[src/pkg/rtcnt_cfg.svh]
// offsets, field positions, reset values and response codes of the periodic counter
`ifndef RTCNT_CFG_SVH
`define RTCNT_CFG_SVH

// ----------------------------------------------------------------------------
// register byte offsets
// ----------------------------------------------------------------------------
`define RTCNT_OFS_STATUS_CONTROL 4'h0
`define RTCNT_OFS_COUNT_VALUE    4'h4
`define RTCNT_OFS_MODULO_LIMIT   4'h8

// ----------------------------------------------------------------------------
// status/control field positions
// ----------------------------------------------------------------------------
`define RTCNT_BIT_MATCH_FLAG     7
`define RTCNT_BIT_SRC_HI         6
`define RTCNT_BIT_SRC_LO         5
`define RTCNT_BIT_IRQ_EN         4
`define RTCNT_BIT_DIV_HI         3
`define RTCNT_BIT_DIV_LO         0

// ----------------------------------------------------------------------------
// reset values
// ----------------------------------------------------------------------------
`define RTCNT_RST_SOURCE         2'h0
`define RTCNT_RST_DIVIDER        4'h0
`define RTCNT_RST_MODULO         8'h00
`define RTCNT_RST_COUNT          8'h00
`define RTCNT_RST_PRESC          18'h00000

// ----------------------------------------------------------------------------
// bus answers
// ----------------------------------------------------------------------------
`define RTCNT_RESP_OKAY          2'h0
`define RTCNT_RESP_SLVERR        2'h2

`endif

[src/pkg/rtcnt_pkg.sv]
// types shared by the periodic counter modules
package rtcnt_pkg;

   // register selected by a bus address
   typedef enum logic [1:0] {
      RTCNT_SEL_STATUS,
      RTCNT_SEL_COUNT,
      RTCNT_SEL_MODULO,
      RTCNT_SEL_NONE
   } rtcnt_sel_t;

   // software-visible control fields
   typedef struct packed {
      logic [1:0] source_select;
      logic       match_irq_enable;
      logic [3:0] divider_select;
   } rtcnt_ctrl_t;

   // three sampled clock sources: internal, external, low power
   typedef struct packed {
      logic internal_32khz_clock;
      logic external_ref_clock;
      logic low_power_1khz_osc;
   } rtcnt_src_t;

   typedef struct packed {
      rtcnt_src_t stage1;
      rtcnt_src_t stage2;
      rtcnt_src_t stage3;
      rtcnt_src_t rise;
   } rtcnt_sync_state_t;

   typedef struct packed {
      logic [17:0] count;
      logic        tick;
   } rtcnt_presc_state_t;

   typedef struct packed {
      logic        aw_held;
      rtcnt_sel_t  aw_sel;
      logic        w_held;
      logic [7:0]  w_data;
      logic        w_lane0;
      logic        bvalid;
      logic [1:0]  bresp;
      logic        rvalid;
      logic [31:0] rdata;
      logic [1:0]  rresp;
      logic        match_flag;
      rtcnt_ctrl_t ctrl;
      logic [7:0]  modulo;
      logic [7:0]  count;
      logic        irq;
   } rtcnt_core_state_t;

endpackage

[src/hdl/rtcnt_periodic_counter.sv]
// periodic real-time counter with AXI4-Lite register access
//
// Operation
// - one 8-bit up-counter compared against an 8-bit software modulo value
// - match flag in status bit 7 sets on the prescaler pulse that finds the counter at the modulo value
// - writing one clears flag and request; zero leaves it; reset clears it
// - source select bits 6:5: 00 low-power 1 kHz, 01 external, 1x internal
// - write changing source select clears prescaler and counter
// - interrupt request follows match flag while enable bit 4 is set
// - write changing divider select bits 3:0 clears prescaler and counter
// - reset clears source select, interrupt enable and divider select
// - source bit 0 low: off, 2^3, 2^5..2^10, 1, 2, 4, 10, 16, 100, 500, 1000
// - source bit 0 high: off, 2^10..2^16, then 1000 up to 200000
// - counting continues in wait mode; enabled match request wakes processor
// - counting continues in shallow stop, and in deep stop on the low-power source only; enabled match request wakes processor
// - low-power source works in both stop modes; others only shallow stop
// - with no running source there is no match event
// - debug mode freezes all counting
// - after debug, counting resumes from frozen value unless reconfigured
// - count register is read only; writes ignored
// - on match counter wraps to zero; flag sets on that step
// - modulo zero sets flag on every prescaler output pulse
// - modulo write clears prescaler and counter; reset sets modulo to zero
module rtcnt_periodic_counter
   import rtcnt_pkg::*;
#(
   parameter int ADDR_W = 4                      // AXI address width
)
(
   input  wire logic              clock,                 // 50 MHz system clock
   input  wire logic              rst_b,                 // synchronous reset, active low
   input  wire logic [ADDR_W-1:0] s_axil_awaddr,         // write address
   input  wire logic              s_axil_awvalid,        // write address valid
   output logic                   s_axil_awready,        // write address ready
   input  wire logic [31:0]       s_axil_wdata,          // write data
   input  wire logic [3:0]        s_axil_wstrb,          // write byte strobes
   input  wire logic              s_axil_wvalid,         // write data valid
   output logic                   s_axil_wready,         // write data ready
   output logic [1:0]             s_axil_bresp,          // write response
   output logic                   s_axil_bvalid,         // write response valid
   input  wire logic              s_axil_bready,         // write response ready
   input  wire logic [ADDR_W-1:0] s_axil_araddr,         // read address
   input  wire logic              s_axil_arvalid,        // read address valid
   output logic                   s_axil_arready,        // read address ready
   output logic [31:0]            s_axil_rdata,          // read data
   output logic [1:0]             s_axil_rresp,          // read response
   output logic                   s_axil_rvalid,         // read data valid
   input  wire logic              s_axil_rready,         // read data ready
   input  wire logic              low_power_1khz_osc,    // 1 kHz low-power oscillator
   input  wire logic              external_ref_clock,    // external reference clock
   input  wire logic              internal_32khz_clock,  // internal 32 kHz clock
   input  wire logic              deep_stop,             // processor in deeper stop mode
   input  wire logic              debug_active,          // processor in active debug mode
   output logic                   match_irq              // interrupt / wakeup request
);

   `include "rtcnt_cfg.svh"

   // ----------------------------------------------------------------------------
   // elaboration check
   // ----------------------------------------------------------------------------
   if (ADDR_W < 4)
   begin : g_bad_addr
      $error("ADDR_W must be at least 4");
   end

   // ----------------------------------------------------------------------------
   // address decode, shared by read and write channels
   // ----------------------------------------------------------------------------
   function automatic rtcnt_sel_t decode(input logic [ADDR_W-1:0] addr);
      rtcnt_sel_t s;
      s = RTCNT_SEL_NONE;
      if (addr[ADDR_W-1:2] == (ADDR_W-2)'(`RTCNT_OFS_STATUS_CONTROL >> 2))
         s = RTCNT_SEL_STATUS;
      else if (addr[ADDR_W-1:2] == (ADDR_W-2)'(`RTCNT_OFS_COUNT_VALUE >> 2))
         s = RTCNT_SEL_COUNT;
      else if (addr[ADDR_W-1:2] == (ADDR_W-2)'(`RTCNT_OFS_MODULO_LIMIT >> 2))
         s = RTCNT_SEL_MODULO;
      return s;
   endfunction

   // ----------------------------------------------------------------------------
   // state
   // ----------------------------------------------------------------------------
   localparam rtcnt_core_state_t RESET_STATE = '{
      aw_held    : 1'b0,
      aw_sel     : RTCNT_SEL_NONE,
      w_held     : 1'b0,
      w_data     : 8'h00,
      w_lane0    : 1'b0,
      bvalid     : 1'b0,
      bresp      : `RTCNT_RESP_OKAY,
      rvalid     : 1'b0,
      rdata      : 32'h0000_0000,
      rresp      : `RTCNT_RESP_OKAY,
      match_flag : 1'b0,
      ctrl       : '{source_select    : `RTCNT_RST_SOURCE,
                     match_irq_enable : 1'b0,
                     divider_select   : `RTCNT_RST_DIVIDER},
      modulo     : `RTCNT_RST_MODULO,
      count      : `RTCNT_RST_COUNT,
      irq        : 1'b0
   };

   rtcnt_core_state_t st_reg;
   rtcnt_core_state_t st_next;

   rtcnt_src_t  src_raw;
   rtcnt_src_t  src_rise;
   logic        sel_edge;
   logic        presc_tick;
   logic        presc_clear;
   logic        flag_clear;
   rtcnt_ctrl_t ctrl_wr;
   rtcnt_sel_t  ar_sel;

   // ----------------------------------------------------------------------------
   // source synchronisation and selection
   // ----------------------------------------------------------------------------
   assign src_raw = '{internal_32khz_clock : internal_32khz_clock,
                      external_ref_clock   : external_ref_clock,
                      low_power_1khz_osc   : low_power_1khz_osc};

   rtcnt_src_sync u_sync (
      .clock    (clock),
      .rst_b    (rst_b),
      .src_in   (src_raw),
      .src_rise (src_rise)
   );

   // external and internal sources stop in deep stop; no edge, no event
   always_comb
   begin
      if (st_reg.ctrl.source_select[1])
         sel_edge = src_rise.internal_32khz_clock & ~deep_stop;
      else if (st_reg.ctrl.source_select[0])
         sel_edge = src_rise.external_ref_clock & ~deep_stop;
      else
         sel_edge = src_rise.low_power_1khz_osc;
   end

   rtcnt_prescaler u_presc (
      .clock   (clock),
      .rst_b   (rst_b),
      .src_edge(sel_edge),
      .bank    (st_reg.ctrl.source_select[0]),
      .div_sel (st_reg.ctrl.divider_select),
      .clear   (presc_clear),
      .freeze  (debug_active),
      .tick    (presc_tick)
   );

   // ----------------------------------------------------------------------------
   // bus handshakes
   // ----------------------------------------------------------------------------
   assign s_axil_awready = ~st_reg.aw_held;
   assign s_axil_wready  = ~st_reg.w_held;
   assign s_axil_arready = ~st_reg.rvalid;
   assign ar_sel         = decode(s_axil_araddr);

   // ----------------------------------------------------------------------------
   // next state
   // ----------------------------------------------------------------------------
   always_comb
   begin
      st_next     = st_reg;
      presc_clear = 1'b0;
      flag_clear  = 1'b0;
      ctrl_wr     = st_reg.ctrl;

      // write address and data are taken independently
      if (s_axil_awvalid && !st_reg.aw_held)
      begin
         st_next.aw_held = 1'b1;
         st_next.aw_sel  = decode(s_axil_awaddr);
      end
      if (s_axil_wvalid && !st_reg.w_held)
      begin
         st_next.w_held  = 1'b1;
         st_next.w_data  = s_axil_wdata[7:0];
         st_next.w_lane0 = s_axil_wstrb[0];
      end
      if (st_reg.bvalid && s_axil_bready)
         st_next.bvalid = 1'b0;

      // perform the write once both halves are held
      if (st_reg.aw_held && st_reg.w_held && !st_reg.bvalid)
      begin
         st_next.aw_held = 1'b0;
         st_next.w_held  = 1'b0;
         st_next.bvalid  = 1'b1;
         st_next.bresp   = `RTCNT_RESP_OKAY;
         unique case (st_reg.aw_sel)
            RTCNT_SEL_STATUS:
               if (st_reg.w_lane0)
               begin
                  flag_clear = st_reg.w_data[`RTCNT_BIT_MATCH_FLAG];
                  ctrl_wr.source_select    = st_reg.w_data[`RTCNT_BIT_SRC_HI:`RTCNT_BIT_SRC_LO];
                  ctrl_wr.match_irq_enable = st_reg.w_data[`RTCNT_BIT_IRQ_EN];
                  ctrl_wr.divider_select   = st_reg.w_data[`RTCNT_BIT_DIV_HI:`RTCNT_BIT_DIV_LO];
                  if (ctrl_wr.source_select != st_reg.ctrl.source_select)
                     presc_clear = 1'b1;
                  if (ctrl_wr.divider_select != st_reg.ctrl.divider_select)
                     presc_clear = 1'b1;
                  st_next.ctrl = ctrl_wr;
               end
            RTCNT_SEL_COUNT:
               st_next.count = st_reg.count;
            RTCNT_SEL_MODULO:
               if (st_reg.w_lane0)
               begin
                  st_next.modulo = st_reg.w_data;
                  presc_clear    = 1'b1;
               end
            RTCNT_SEL_NONE:
               st_next.bresp = `RTCNT_RESP_SLVERR;
         endcase
      end

      // read channel
      if (s_axil_arvalid && !st_reg.rvalid)
      begin
         st_next.rvalid = 1'b1;
         st_next.rresp  = `RTCNT_RESP_OKAY;
         st_next.rdata  = 32'h0000_0000;
         unique case (ar_sel)
            RTCNT_SEL_STATUS:
               st_next.rdata[7:0] = {st_reg.match_flag, st_reg.ctrl};
            RTCNT_SEL_COUNT:
               st_next.rdata[7:0] = st_reg.count;
            RTCNT_SEL_MODULO:
               st_next.rdata[7:0] = st_reg.modulo;
            RTCNT_SEL_NONE:
               st_next.rresp = `RTCNT_RESP_SLVERR;
         endcase
      end
      else if (st_reg.rvalid && s_axil_rready)
         st_next.rvalid = 1'b0;

      // counter and comparator; a prescaler clear beats a pending tick, a match beats a flag clear
      if (flag_clear)
         st_next.match_flag = 1'b0;
      if (presc_clear)
         st_next.count = `RTCNT_RST_COUNT;
      else if (presc_tick)
      begin
         if (st_reg.count == st_reg.modulo)
         begin
            st_next.count      = `RTCNT_RST_COUNT;
            st_next.match_flag = 1'b1;
         end
         else
            st_next.count = st_reg.count + 8'h01;
      end

      // request follows flag and enable; no gating by wait or stop
      st_next.irq = st_next.match_flag & st_next.ctrl.match_irq_enable;
   end

   // ----------------------------------------------------------------------------
   // registers
   // ----------------------------------------------------------------------------
   always_ff @(posedge clock)
   begin
      if (!rst_b)
         st_reg <= RESET_STATE;
      else
         st_reg <= st_next;
   end

   // ----------------------------------------------------------------------------
   // outputs
   // ----------------------------------------------------------------------------
   assign s_axil_bvalid = st_reg.bvalid;
   assign s_axil_bresp  = st_reg.bresp;
   assign s_axil_rvalid = st_reg.rvalid;
   assign s_axil_rdata  = st_reg.rdata;
   assign s_axil_rresp  = st_reg.rresp;
   assign match_irq     = st_reg.irq;

endmodule // rtcnt_periodic_counter

[src/hdl/rtcnt_prescaler.sv]
// binary/decimal prescaler counting source edges
module rtcnt_prescaler
   import rtcnt_pkg::*;
(
   input  wire logic       clock,      // system clock
   input  wire logic       rst_b,      // synchronous reset, active low
   input  wire logic       src_edge,   // one pulse per selected source edge
   input  wire logic       bank,       // low bit of source select
   input  wire logic [3:0] div_sel,    // divider select
   input  wire logic       clear,      // clear prescaler count
   input  wire logic       freeze,     // debug halt
   output logic            tick        // one-cycle prescaler output pulse
);

   `include "rtcnt_cfg.svh"

   rtcnt_presc_state_t st_reg;
   rtcnt_presc_state_t st_next;

   // divide ratio for a select pair; zero means off
   function automatic logic [17:0] div_ratio(input logic b, input logic [3:0] s);
      logic [17:0] r;
      r = 18'h00000;
      unique case ({b, s})
         5'h00, 5'h10: r = 18'h00000;
         5'h01: r = 18'h00008;
         5'h02: r = 18'h00020;
         5'h03: r = 18'h00040;
         5'h04: r = 18'h00080;
         5'h05: r = 18'h00100;
         5'h06: r = 18'h00200;
         5'h07: r = 18'h00400;
         5'h08: r = 18'h00001;
         5'h09: r = 18'h00002;
         5'h0a: r = 18'h00004;
         5'h0b: r = 18'h0000a;
         5'h0c: r = 18'h00010;
         5'h0d: r = 18'h00064;
         5'h0e: r = 18'h001f4;
         5'h0f: r = 18'h003e8;
         5'h11: r = 18'h00400;
         5'h12: r = 18'h00800;
         5'h13: r = 18'h01000;
         5'h14: r = 18'h02000;
         5'h15: r = 18'h04000;
         5'h16: r = 18'h08000;
         5'h17: r = 18'h10000;
         5'h18: r = 18'h003e8;
         5'h19: r = 18'h007d0;
         5'h1a: r = 18'h01388;
         5'h1b: r = 18'h02710;
         5'h1c: r = 18'h04e20;
         5'h1d: r = 18'h0c350;
         5'h1e: r = 18'h186a0;
         5'h1f: r = 18'h30d40;
      endcase
      return r;
   endfunction

   logic [17:0] ratio;

   always_comb
   begin
      ratio        = div_ratio(bank, div_sel);
      st_next      = st_reg;
      st_next.tick = 1'b0;
      if (clear)
         st_next.count = `RTCNT_RST_PRESC;
      else if (freeze || ratio == 18'h00000)
         st_next.count = st_reg.count;
      else if (src_edge)
      begin
         if (st_reg.count == ratio - 18'h00001)
         begin
            st_next.count = `RTCNT_RST_PRESC;
            st_next.tick  = 1'b1;
         end
         else
            st_next.count = st_reg.count + 18'h00001;
      end
   end

   always_ff @(posedge clock)
   begin
      if (!rst_b)
         st_reg <= '0;
      else
         st_reg <= st_next;
   end

   assign tick = st_reg.tick;

endmodule // rtcnt_prescaler

[src/hdl/rtcnt_src_sync.sv]
// two-flop synchroniser and rising-edge detector for the three clock sources
module rtcnt_src_sync
   import rtcnt_pkg::*;
(
   input  wire logic clock,      // system clock
   input  wire logic rst_b,      // synchronous reset, active low
   input  wire rtcnt_src_t src_in,   // raw source clocks
   output rtcnt_src_t      src_rise  // one-cycle pulse per source rising edge
);

   rtcnt_sync_state_t st_reg;
   rtcnt_sync_state_t st_next;

   // ----------------------------------------------------------------------------
   // synchroniser; only stage2 looks at stage1
   // ----------------------------------------------------------------------------
   always_comb
   begin
      st_next        = st_reg;
      st_next.stage1 = src_in;
      st_next.stage2 = st_reg.stage1;
      st_next.stage3 = st_reg.stage2;
      st_next.rise   = st_reg.stage2 & ~st_reg.stage3;
   end

   always_ff @(posedge clock)
   begin
      if (!rst_b)
         st_reg <= '0;
      else
         st_reg <= st_next;
   end

   assign src_rise = st_reg.rise;

endmodule // rtcnt_src_sync

[config.mk]
export PLATFORM = sky130hd
export DESIGN_NAME = rtcnt_periodic_counter
export DESIGN_NICKNAME = d
export VERILOG_FILES = /design/src/pkg/rtcnt_pkg.sv /design/src/hdl/rtcnt_periodic_counter.sv /design/src/hdl/rtcnt_prescaler.sv /design/src/hdl/rtcnt_src_sync.sv
export VERILOG_INCLUDE_DIRS = /design/src /design/src/pkg
export SDC_FILE = /design/constraint.sdc
export NUM_CORES = 1
export LEC_CHECK = 0
export BUFFER_PORTS_ARGS = -buffer_cell sky130_fd_sc_hd__buf_2
export CAP_MARGIN = 20
export CORE_MARGIN = 2
export CORE_UTILIZATION = 30
export DETAILED_ROUTE_END_ITERATION = 10
export MAX_ROUTING_LAYER = met4
export PLACE_DENSITY = 0.45
export SETUP_SLACK_MARGIN = 0.5
export SLEW_MARGIN = 20
export SYNTH_ARGS = -nofsm -noshare
export SYNTH_HDL_FRONTEND = slang
export SYNTH_HIERARCHICAL = 1
export SYNTH_SLANG_ARGS = --single-unit
[constraint.sdc]
create_clock -name clock -period 6.06 [get_ports clock]
set_input_delay 0.303 -clock clock [delete_from_list [all_inputs] [get_ports clock]]
set_output_delay 0.303 -clock clock [all_outputs]
set_load 0.005 [all_outputs]
# Word-level counts from Yosys, hierarchy flattened
# Memories as Yosys holds them, arrays and structs flattened. A register that Yosys moved wholly into a read port is not among the register bits.
# Cells that the tools add are included.
# W data, S select, Z words.
dict set report classes {
  order_cmp 0
  shift 0
  bitwise_logic 12
  div 0
  n_mul 0
  n_eq_ne 13
  reduce_logical 25
  n_mux 39
  add_sub_neg 3
}
# operator n
set op_table {}
lappend op_table {{$mux W8} 4}
lappend op_table {{$pmux W8 S3} 1}
lappend op_table {{$mux W21} 1}
lappend op_table {{$mux W1} 20}
lappend op_table {{$mux W5} 4}
lappend op_table {{$add A18 B1 Y18 const B} 1}
lappend op_table {{$eq A18 B18 Y1} 1}
lappend op_table {{$logic_not A18 Y1} 1}
lappend op_table {{$mux W18} 1}
lappend op_table {{$sub A18 B1 Y18 const B} 1}
lappend op_table {{$eq A2 B2 Y1 const B} 6}
lappend op_table {{$mux W2} 6}
lappend op_table {{$add A8 B1 Y8 const B} 1}
lappend op_table {{$eq A8 B8 Y1} 1}
lappend op_table {{$logic_not A2 Y1} 4}
lappend op_table {{$logic_and A1 B1 Y1} 7}
lappend op_table {{$not A1 Y1} 7}
lappend op_table {{$eq A2 B1 Y1 const B} 3}
lappend op_table {{$reduce_and A3 Y1} 2}
lappend op_table {{$logic_not A1 Y1} 4}
lappend op_table {{$ne A4 B4 Y1} 1}
lappend op_table {{$reduce_bool A2 Y1} 2}
lappend op_table {{$reduce_or A2 Y1} 2}
lappend op_table {{$reduce_or A4 Y1} 1}
lappend op_table {{8 further kinds} 10}
dict set report word_totals {
  reg_bits 83
  ramBits 0
  input_bits 56
  out_inout_bits 42
  romBits 576
  word_cells 124
  latch_bits 0
  mem_count 1
}
# name depth width rd rd_clocked_by_memory_dff write_ports line_no
set memory_table {}
lappend memory_table {{(no name shown)} 32 18 1 1 0 rtcnt_prescaler.sv:24} ;# unique case ({b, s})

# Depth between registers and ports, before layout
# Gate-level depths: netlist of run 1.
dict set report logic_depth {
  ltp_word 8
  mapped_depth 14
  depth_no_buf 11
}

# By module
# Netlist of run 1, hierarchy kept.
# mod cells_each area_per_inst_um2 instances seq_area_each_um2
set by_module_without_submodules {}
lappend by_module_without_submodules {rtcnt_periodic_counter 282 2561.2 1 1001.0}
lappend by_module_without_submodules {rtcnt_prescaler 274 2125.8 1 380.4}
lappend by_module_without_submodules {rtcnt_src_sync 28 366.6 1 240.2}

# Least setup slack after synthesis of run 1
# Ideal clock, no wire load.
dict set report synth_path {
  kind {reg-to-reg}
  start {register st_reg[17] (netlist name)}
  end {register u_presc/st_reg[10] (netlist name)}
  arrival_time_ns 2.933
  path_stages_with_launch 15
  n_path_buf 3
  slack_ns 2.995
  setup_ns 0.132
  t_required_ns 5.928
  period_less_slack_ns 3.065
  cell_sequence {dfxtp_1 -> buf_2 -> inv_1 -> ha_1 -> mux2_2 -> nand3_2 -> nand3_2 -> nand2b_2 -> xnor2_1 -> or4b_1 -> a21boi_1 -> o2111a_1 -> buf_6 -> buf_6 -> nor3_1}
}
dict set report synth_via {
  elab_chain_len 6
}
# element line_no
set synth_lines {}
lappend synth_lines {{start: declaration} rtcnt_periodic_counter.sv:105} ;# rtcnt_core_state_t st_reg;
lappend synth_lines {{start signal: assignment} rtcnt_periodic_counter.sv:268} ;# st_reg <= st_next;
lappend synth_lines {{$ne A4 B4 Y1} rtcnt_periodic_counter.sv:203} ;# if (ctrl_wr.divider_select != st_reg.ctrl.divider_select)
lappend synth_lines {{$mux W1} rtcnt_periodic_counter.sv:203}
lappend synth_lines {{$mux W1} rtcnt_periodic_counter.sv:195} ;# if (st_reg.w_lane0)
lappend synth_lines {{$pmux W1 S2} rtcnt_periodic_counter.sv:193} ;# unique case (st_reg.aw_sel)
lappend synth_lines {{$mux W1} rtcnt_periodic_counter.sv:187} ;# if (st_reg.aw_held && st_reg.w_held && !st_reg.bvalid)
lappend synth_lines {{$reduce_or A2 Y1 (no source line)} -}
lappend synth_lines {{end signal: assignment} rtcnt_prescaler.sv:88} ;# st_reg <= st_next;
lappend synth_lines {{end: declaration} rtcnt_prescaler.sv:17} ;# rtcnt_presc_state_t st_reg;
# No other way between the ends.
# A chain may end at the register's enable or synchronous reset.

# Worst setup path in the final report of run 1
dict set report layout_path {
  start {register st_reg[20] (netlist name)}
  end {register u_presc.st_reg, in the netlist u_presc/tick}
}
dict set report layout_via {
  elab_chain_len 6
}
# element line_no
set layout_lines {}
lappend layout_lines {{$ne A4 B4 Y1} rtcnt_periodic_counter.sv:203}
lappend layout_lines {{$mux W1} rtcnt_periodic_counter.sv:203}
lappend layout_lines {{$mux W1} rtcnt_periodic_counter.sv:195}
lappend layout_lines {{$pmux W1 S2} rtcnt_periodic_counter.sv:193}
lappend layout_lines {{$mux W1} rtcnt_periodic_counter.sv:187}
lappend layout_lines {{$reduce_or A4 Y1 (no source line)} -}
# No other way between the ends.

==> results of run 1 <==
critical path, stage by stage, from the launching register on:
cell      delay [ps]
dfxtp_1          930
nand2_1          220
o31ai_1          580
and3b_1          290
and4_1           270
a221oi_1         310
a41oi_1           80
a22oi_1          270
o2111a_1         730
nor2b_1          210
cell families after synthesis:
kind of cell	share of synthesized area, %
DFF	32.1
adders and majority gates	1.98
muxes	5.97
other	0.0742
and+or+nand+nor	25.2
xor gates and xnor gates	9.88
buffers and inverters	9.95
AOI/OAI and AO/OA	14.9
power breakdown:
group	switching (W)	total, W	internal (W)
clock	0.000234	0.000561	0.000327
combinational	0.0000360	0.0000640	0.0000280
sequential	0.0000101	0.000556	0.000546
total	0.000280	0.00118	0.000901
metal layers:
metal  vias up  GRT usage (%)  share of wire (%)
met4         0           5.85                1.8
met3        14           3.44                3.5
met1      1848           16.8                 48
li1       1998              -                  -
met2        84           21.0                 47
met5         -              -                  0
per-stage QoR:
stage | cells | hold slack [ps] | power [W] | cell area, µm² | utilization, %
after floorplan | 609 | 419 | 0.000626 | 5150 | -
after global placement | 806 | 427 | 0.000631 | 5190 | 31.4
after detailed placement | 806 | 432 | 0.000633 | 5190 | 31.4
after CTS | 822 | 144 | 0.00120 | 5500 | 33.3
after global routing | 822 | 139 | 0.00124 | 5500 | 33.3
final | 822 | 159 | 0.00118 | 5500 | 33.3
worst paths after layout:
path	to	slack, ps	depth (start not counted)
max	u_presc/tick	2070	9
min	u_sync/st_next[8]	160	2
max reg2reg	u_presc/tick	2070	9
min reg2reg	u_sync/st_next[4]	450	1
synthesized netlist by cell type, types with 8 or more instances:
cell type	number
nor2b_1	28
nand4_1	8
nand3_1	10
o21ai_0	8
xnor2_1	32
nor3_1	25
inv_1	13
o211a_1	9
ha_1	8
dfxtp_1	81
buf_4	40
nand2b_1	10
mux2i_1	29
a21oi_1	11
o211ai_1	8
clkbuf_1	13
nor2_1	34
xor2_1	25
nand2_1	64
a21boi_0	12
cells in the final DEF (no fill, tap or decap), drive strengths merged, types with 19 or more instances in the layout:
cell   count
nor2      34
conb      26
nand2     64
mux2i     29
buf       42
xnor2     32
nor2b     28
dfxtp     81
nor3      25
xor2      25
inv       19
area by class of cell:
cell class / instances / area share, %
clock inverter: 7 / 1.48
tap: 220 / 5.00
multi-input combinational: 449 / 55.1
timing repair buffer: 42 / 3.91
sequential: 81 / 29.5
clock buffer: 9 / 4.09
inverter: 14 / 0.955
==> impl_results.md, run 1 <==
* Post-CTS Setup Repair Bufs at 0
* Final setup TNS at 0 ps
* Max reg flops at 37
* Global-route wire length before repair at 18.9 mm
* Layout cells sized above 1 at 14.1%
* Dpl ws at 2150 ps
* RSZ-0062 raised after global routing: no
* Status: complete, no violations
* Worst R2R Start: st_reg[20]
* Number of synthesis warnings at 6
* Die ar. at 17900 µm²
* Maxcap violations at 0
* H-tree Lvls at 3
* Worst setup margin at 2070 ps
* Worst EP required at 6330 ps
* Clk_lat worst skew at 340 ps
* Peak Freq at 250 MHz
* N_diodes at 0
* Final Setup Violations at 0
* HP Class: in -> reg
* Drt via density at 4.80
* Inserted Clock Buffers at 9
* Die width at 134 µm
* Top FF cell, synth: dfxtp_1
* Tmin final at 3990 ps
* Worst Hold Launch: internal_32khz_clock
* Clk_skew at 8.31 ps
* First-pass detailed-route iteration total at 7
* Seq/Total Area, Yosys at 32.1%
* Clock-pin slew on the worst setup and hold paths at 70 ps
* Register area at 1620 µm²
* Initial antenna violation count at 0
* Startpoint types: flop
* Layout area overhead at 8.89%
* Die H at 134 µm
* CP endpoint kind: flop
* Drt first-iter violations at 177
* Post-synth EDFFs at 0
* I/O pins at 98
* Fillers at 1724
* Worst vdd ir at 144 µV
* Crit-path max FO at 27
* DRC viols at 0
* Slew Limit Headroom at 30.7%
* Mapped Area at 5050 µm²
* PD cells at 215 nW/µm²
* Final nets at 661
* Buffers on Ports at 40
* Multi-input logic area at 3030 µm²
* Area contributors post-synth: dfxtp_1 (32%), buf_4 (5.9%), mux2i_1 (5.7%), xnor2_1 (5.5%), nand2_1 (4.8%)
* CORE AREA at 16500 µm²
* Clock Tree Root: clkbuf_16
* Async set-reset flop share out of synthesis at 0%
* Rows at 47
* DR vias at 3944
* CTS Hold Bufs at 0
* WS Path Type: reg -> reg
* Worst Setup SP: st_reg[20]
* WL final at 11.5 mm
* Largest net degree at the start of global routing at 56
* Clk buf depth at 2
* Vias in the first global route at 3801
* Final Wtd Congestion at 0.780
* Clk sinks at 81
* Static Leak at 2.29 nW
* Final Hold Fails at 0
* Tightest Pin Transition at 1040 ps
* Synth Register Bits at 81
* # resized after CTS at 0
* Final Cycle Share at 65.9%
* Slew Viols, Final at 0
* CTS tree: yes
* Syn_area_per_cell at 8.65 µm²
* Syn Inst Count at 584
* Initial Utilization at 30.6%
* Gr usage total at 13.6%
* Final global-route overflow total at 0
* Hpwl dp at 8.36 mm
* Worst endpoint data arrival time at 4260 ps
* Post-synth top area share at 32.1%
* DR WL/cell at 14.0 µm
* Leading area contributor after synthesis: dfxtp_1
* Count of cell types in the netlist at 78
* Detail Route Antenna Nets at 0
Power figures use the tool's default switching activity.
==> run 2, diff against run 1 <==
Clock period 6.06 ns to 4.15 ns, I/O delays scaled along.
==> impl_results.md, run 2 (synthesis results as in run 1) <==
* Slew Viols, Final at 0 (unchanged)
* DR vias at 3974 (+0.76%)
* Inserted Clock Buffers at 9 (unchanged)
* Final Wtd Congestion at 0.779 (-0.13%)
* Vias in the first global route at 3794 (-0.18%)
* Die H at 134 µm (unchanged)
* Non-filler cells, final at 828 (+0.73%)
* Static Leak at 2.32 nW (+1.1%)
* Status: complete, no violations
* I/O pins at 98 (unchanged)
* Worst Setup SP: st_reg[17]
* Peak Freq at 309 MHz (+23%)
* CORE AREA at 16500 µm² (unchanged)
* Worst setup margin at 909 ps (-1160 ps)
* Tmin final at 3240 ps (-753 ps)
* Worst EP required at 4340 ps (-1990 ps)
* WS Path Type: reg -> reg
* Net Sw Frac at 24.3% (+0.61 points)
* Worst Hold Launch: internal_32khz_clock
* Drt via density at 4.80 (about the same)
* Hpwl dp at 8.52 mm (+2.0%)
* Gr usage total at 13.9% (+0.30 points)
* Max reg flops at 37 (unchanged)
* Final global-route overflow total at 0 (unchanged)
* Detail Route Antenna Nets at 0 (unchanged)
* Startpoint types: flop
* DRC viols at 0 (unchanged)
* Largest net degree at the start of global routing at 56 (unchanged)
* Final Setup Violations at 0 (unchanged)
* Layout cells sized above 1 at 15.3% (+1.2 points)
* Initial Utilization at 30.6% (unchanged)
* WL final at 11.6 mm (+0.99%)
* N_diodes at 0 (unchanged)
* Comb power frac at 5.6% (+0.2 points)
* Buffers on Ports at 40 (unchanged)
* Total power at 0.00168 W (+42%)
* Global-route wire length before repair at 19.2 mm (+1.9%)
* Clock power share at 45.9% (-1.6 points)
* P_sw at 0.000407 W (+46%)
* Layout area overhead at 9.56%
* Clock-pin slew on the worst setup and hold paths at 70 ps (about the same)
* Maxcap violations at 0 (unchanged)
* Reg power frac at 48.5% (+1.4 points)
* CTS Hold Bufs at 0 (unchanged)
* Clk buf depth at 2 (unchanged)
* Clk_lat worst skew at 350 ps (about the same)
* Crit-path max FO at 19 (-30%)
* Slew Limit Headroom at 46.7% (+16 points)
* Die ar. at 17900 µm² (unchanged)
* Dpl cells at 812 (+0.74%)
* PD cells at 303 nW/µm² (+41%)
* Rows at 47 (unchanged)
* Commonest cells after routing, fill and taps aside: dfxtp_1 (80), nand2_1 (64), buf_2 (40), nor2_1 (34), xnor2_1 (32)
* Final core occ at 33.5% (+0.20 points)
* Worst R2R Start: st_reg[17]
* Final Hold Fails at 0 (unchanged)
* DR WL/cell at 14.0 µm (+0.26%)
* Clk_skew at 6.64 ps (-1.66 ps)
* Tightest Pin Transition at 799 ps (-239 ps)
* Clk sinks at 81 (unchanged)
* Commonest non-fill, non-tap cell in the layout: dfxtp_1
* Dpl ws at 865 ps (-1280 ps)
* Die width at 134 µm (unchanged)
* CTS tree: yes
* H-tree Lvls at 3 (unchanged)
* Clock Tree Root: clkbuf_16
* Drt first-iter violations at 220 (+24%)
* Worst vdd ir at 317 µV (+120%)
* Initial antenna violation count at 0 (unchanged)
* Final nets at 667 (+0.91%)
* First-pass detailed-route iteration total at 4 (-3)
* RSZ-0062 raised after global routing: no
* Flop2flop setup slack at 910 ps (-1160 ps)
* HP Class: in -> reg
* Final Cycle Share at 78.1% (+12 points)
* Total internal power at 0.00127 W (+41%)
* Worst endpoint data arrival time at 3430 ps (-830 ps)
* CP endpoint kind: flop
* Final setup TNS at 0 ps (unchanged)
run 2: changes by cell type in the layout (fill, tap and decap cells not counted):
cell        delta
buf_4          +6
inv_6          -2
bufinv_16      -1
clkbuf_8       +1
clkinv_4       +1
clkinvlp_4     +1
dfxtp_1        -1
dfxtp_2        +1
nor3b_1        -1
nor3b_2        +1
run 2: final cells by class:
class | instances | area [µm²]
clock inverter | 6 | 50.0
sequential | 81 | 1620
fill | 1721 | 11000
inverter | 14 | 52.6
clock buffer | 10 | 239
multi-input combinational | 449 | 3040
timing repair buffer | 48 | 260
tap | 220 | 275
run 2: worst paths after layout:
path / end / depth (start not counted)
max: u_presc/st_reg[3] / 12
max reg2reg: u_presc/st_reg[3] / 12
min: u_sync/st_next[8] / 2
min reg2reg: u_sync/st_reg[4] / 1
run 2: what timing repair did:
action | in CTS | in global routing
gates resized for setup | 0 | 2
setup endpoints to repair | 0 | 19
buffers inserted | 0 | 0
run 2: critical path, cell delays in order (launching register included):
cell	delay, ps
dfxtp_1	350
inv_1	130
ha_1	310
nor3_1	100
o31ai_1	500
and3b_1	280
and4_1	270
a221oi_1	300
a41oi_1	80
a22oi_1	240
o2111a_1	210
buf_4	240
nor3_1	80
run 2: through the flow:
step	hold slack, ps	instance area, µm²
6_report	57.5	5540
5_1_grt	56.0	5540
4_1_cts	43.3	5530
3_5_place_dp	414	5240
3_3_place_gp	406	5240
2_1_floorplan	323	5150
run 2: power groups by stage:
stage | sequential, W | combinational [W] | clock [W]
after floorplan | 0.000825 | 0.0000888 | 0
after CTS | 0.000812 | 0.0000951 | 0.000797
after global routing | 0.000815 | 0.000107 | 0.000836
after detailed placement | 0.000830 | 0.0000946 | 0
after global placement | 0.000829 | 0.0000927 | 0
final | 0.000812 | 0.0000937 | 0.000769
run 2: routing by layer:
| metal | share of wire [%] | routed length, µm | GRT usage (%) |
|---|---|---|---|
| met1 | 47 | 5470 | 17.0 |
| met2 | 46 | 5370 | 22.0 |
| met3 | 4.4 | 517 | 3.17 |
| met4 | 2.3 | 263 | 5.91 |
| met5 | 0 | 0 | - |
==> run 3, diff against run 2 <==
Settings changed: ABC_AREA from default to 1, PLACE_DENSITY 0.45 to 0.44.
Clock period 4.15 ns to 3.3 ns, I/O delays scaled along.
==> impl_results.md, run 3 <==
* Static Leak at 2.78 nW (+20%)
* Die H at 136 µm (+1.4%)
* Synth Area in Compound Gates at 8.25% (-6.6 points)
* Drt first-iter violations at 194 (-12%)
* Status: complete, no violations
* PD cells at 351 nW/µm² (+16%)
* Dpl cell area at 5440 µm² (+3.8%)
* Tmin final at 2610 ps (-632 ps)
* Design area at 5850 µm² (+5.7%)
* WS Path Type: reg -> reg
* Worst Setup SP: st_reg[17]
* Leading area contributor after synthesis: dfxtp_1
* Reg2reg path depth at 17 (+5)
* Slew Viols, Final at 0 (unchanged)
* Buffers on Ports at 40 (unchanged)
* Flop2flop setup slack at 690 ps (-220 ps)
* RSZ-0062 raised after global routing: no
* DR WL/cell at 12.0 µm (-15%)
* Slew Limit Headroom at 62.8% (+16 points)
* Layout area overhead at 12.6%
* Largest net degree at the start of global routing at 37 (-34%)
* Count of cell types in the netlist at 39 (-50%)
* WL final at 12.3 mm (+6.2%)
* Worst vdd ir at 200 µV (-37%)
* Clk buf depth at 2 (unchanged)
* Syn_area_per_cell at 6.81 µm² (-21%)
* DR vias at 4450 (+12%)
* Non-filler cells, final at 1032 (+25%)
* Worst R2R Start: st_reg[17]
* Clock-pin slew on the worst setup and hold paths at 70 ps (about the same)
* Die width at 136 µm (+1.4%)
* Final Setup Violations at 0 (unchanged)
* Dpl cells at 1009 (+24%)
* Final Cycle Share at 79.0% (+0.95 points)
* Capture point of the worst path: u_presc/st_reg[2]
* Post-synth EDFFs at 0 (unchanged)
* Die ar. at 18400 µm² (+2.8%)
* Area contributors post-synth: dfxtp_1 (31%), nand2_1 (14%), nand3_1 (5.9%), inv_1 (5.8%), nor2_1 (5.8%)
* Most frequent cells after synthesis: nand2_1 (192), dfxtp_1 (81), inv_1 (80), nor2_1 (80), nand3_1 (61)
* Async set-reset flop share out of synthesis at 0% (unchanged)
* Gr usage total at 14.6% (+0.75 points)
* Synth Register Bits at 81 (unchanged)
* Commonest non-fill, non-tap cell in the layout: nand2_1
* Slowest cell on crit path: dfxtp_1
* Post-synth top area share at 31.2% (-0.90 points)
* Final nets at 866 (+30%)
* Tightest Pin Transition at 555 ps (-244 ps)
* Final setup TNS at 0 ps (unchanged)
* HP Class: in -> reg
* Register area at 1620 µm² (unchanged)
* I/O pins at 98 (unchanged)
* CP endpoint kind: flop
* Post-synthesis adder-cell area fraction at 1.92% (-0.056 points)
* Rows at 48 (+2.1%)
* Final global-route overflow total at 0 (unchanged)
* Vias in the first global route at 4258 (+12%)
* Clk sinks at 81 (unchanged)
* Worst EP required at 3510 ps (-830 ps)
* Fillers at 1910 (+11%)
* Peak Freq at 383 MHz (+24%)
* Max reg flops at 37 (unchanged)
* Seq/Total Area, Yosys at 31.2% (-0.90 points)
* Crit-path max FO at 9 (-10)
* Global-route wire length before repair at 20.7 mm (+7.9%)
* N_diodes at 0 (unchanged)
* CTS tree: yes
* Clk_lat worst skew at 330 ps (-20 ps)
* Drt via density at 4.31 (-10%)
* Worst endpoint data arrival time at 2820 ps (-610 ps)
* Final Wtd Congestion at 0.812 (+4.2%)
* XOR/XNOR Fraction of Synth Area at 6.74% (-3.1 points)
* Maxcap violations at 0 (unchanged)
* Synth Area in Simple Gates at 37.2% (+12 points)
* Mapped Area at 5200 µm² (+2.9%)
* Detail Route Antenna Nets at 0 (unchanged)
* Inserted Clock Buffers at 9 (unchanged)
* CP max stage delay at 320 ps (-180 ps)
* Initial antenna violation count at 0 (unchanged)
* CORE AREA at 17100 µm² (+3.6%)
* Initial Utilization at 30.4% (-0.20 points)
* H-tree Lvls at 3 (unchanged)
* DRC viols at 0 (unchanged)
* Clock Tree Root: clkbuf_16
* Hpwl dp at 9.76 mm (+15%)
* Main combinational cell family by area after synthesis: simple AND/OR/NAND/NOR gates
* First-pass detailed-route iteration total at 4 (unchanged)
* Syn Inst Count at 764 (+31%)
* Final Hold Fails at 0 (unchanged)
* Worst path cell trace: inv_2, ha_4, nand3_1, ha_1, xor2_1, o21ai_0, a21oi_1, nand2_1, a21oi_1, nand2_1, nor2_1, nand3_1, nor2_2, nand2_4, nand2_8, buf_12, nor2_4
* Layout cells sized above 1 at 19.0% (+3.7 points)
* FF-to-FF End: u_presc/st_reg[2]
* Post-synthesis mux area share at 0% (-6.0 points)
* Number of synthesis warnings at 6 (unchanged)
* Multi-input logic area at 2990 µm² (-1.4%)
* Commonest cells after routing, fill and taps aside: nand2_1 (188), dfxtp_1 (80), inv_1 (78), nor2_1 (76), nand3_1 (60)
* Top FF cell, synth: dfxtp_1
* Startpoint types: flop
* Clk_skew at 11.1 ps (+4.41 ps)
* Count leader, synth: nand2_1
## run 3: changes by cell type in the layout (fill, tap and decap cells not counted), sizes merged, moves of 28 or more
| cell | delta |
|---|---|
| inv | +74 |
| nand3 | +55 |
| nor2 | +71 |
| o21ai | +31 |
| nor2b | -28 |
| nand2 | +151 |
| mux2i | -29 |
## run 3: final cells by class
| type | instances | area share (%) |
|---|---|---|
| Clock buffer | 12 | 4.21 |
| Clock inverter | 4 | 0.492 |
| Inverter | 93 | 5.99 |
| Multi-Input combinational cell | 562 | 51.1 |
| Sequential cell | 81 | 27.7 |
| Tap cell | 225 | 4.81 |
| Timing Repair Buffer | 55 | 5.64 |
## run 3: metal layers
layer	vias to the layer above	track usage, %	wire length, µm
li1	2407	-	-
met1	1982	18.8	6010
met2	55	23.7	5980
met3	6	1.91	223
met4	0	5.09	132
met5	-	-	0
## run 3: worst max-delay path: cells and delay by family, from the launching register on
family          cells  cell delay (ps)
buf+inv             2              260
xor+xnor            1              130
simple gates        9              920
flops               1              320
compound gates      3              340
fa+ha+maj           2              480
## run 3: cells by family after synthesis
logic type	after synthesis
fa+ha+maj	8
simple gates	407
compound gates	81
xor+xnor	40
flops	81
buf+inv	146
other cells	1
## run 3: stage by stage
stage                     hold slack [ps]  worst slack [ps]  util, %  total power, W
after global routing                 18.3               494     34.2         0.00216
after global placement                346               419     31.8         0.00116
after detailed placement              345               410     31.8         0.00116
after floorplan                       258               787        -         0.00114
after CTS                            1.70               520     33.6         0.00210
final                                18.3               692     34.2         0.00206
## run 3: worst min path at each step
stage | cells after the start | slack, ps | startpoint | to
after floorplan | 2 | 260 | internal_32khz_clock | u_sync/st_next[8]
after global placement | 3 | 350 | internal_32khz_clock | u_sync/st_next[8]
after detailed placement | 3 | 340 | internal_32khz_clock | u_sync/st_next[8]
after CTS | 3 | 2 | external_ref_clock | u_sync/st_next[7]
after global routing | 3 | 20 | external_ref_clock | u_sync/st_next[7]
final | 3 | 20 | external_ref_clock | u_sync/st_next[7]
## run 3: timing repair
| item | 4_1_cts | 5_1_grt |
|---|---|---|
| endpoints found under the hold margin | 2 | 0 |
| gates resized for setup | 4 | 21 |
| setup buffers | 0 | 5 |
| pin swaps | 0 | 8 |
| hold buffers | 2 | 0 |
| endpoints found under the setup margin | 9 | 17 |
## run 3: report_power, final
part | switching, W | leakage, nW | internal [W]
Sequential | 0.0000154 | 0.658 | 0.00100
Combinational | 0.0000815 | 1.99 | 0.0000454
Clock | 0.000385 | 0.129 | 0.000530
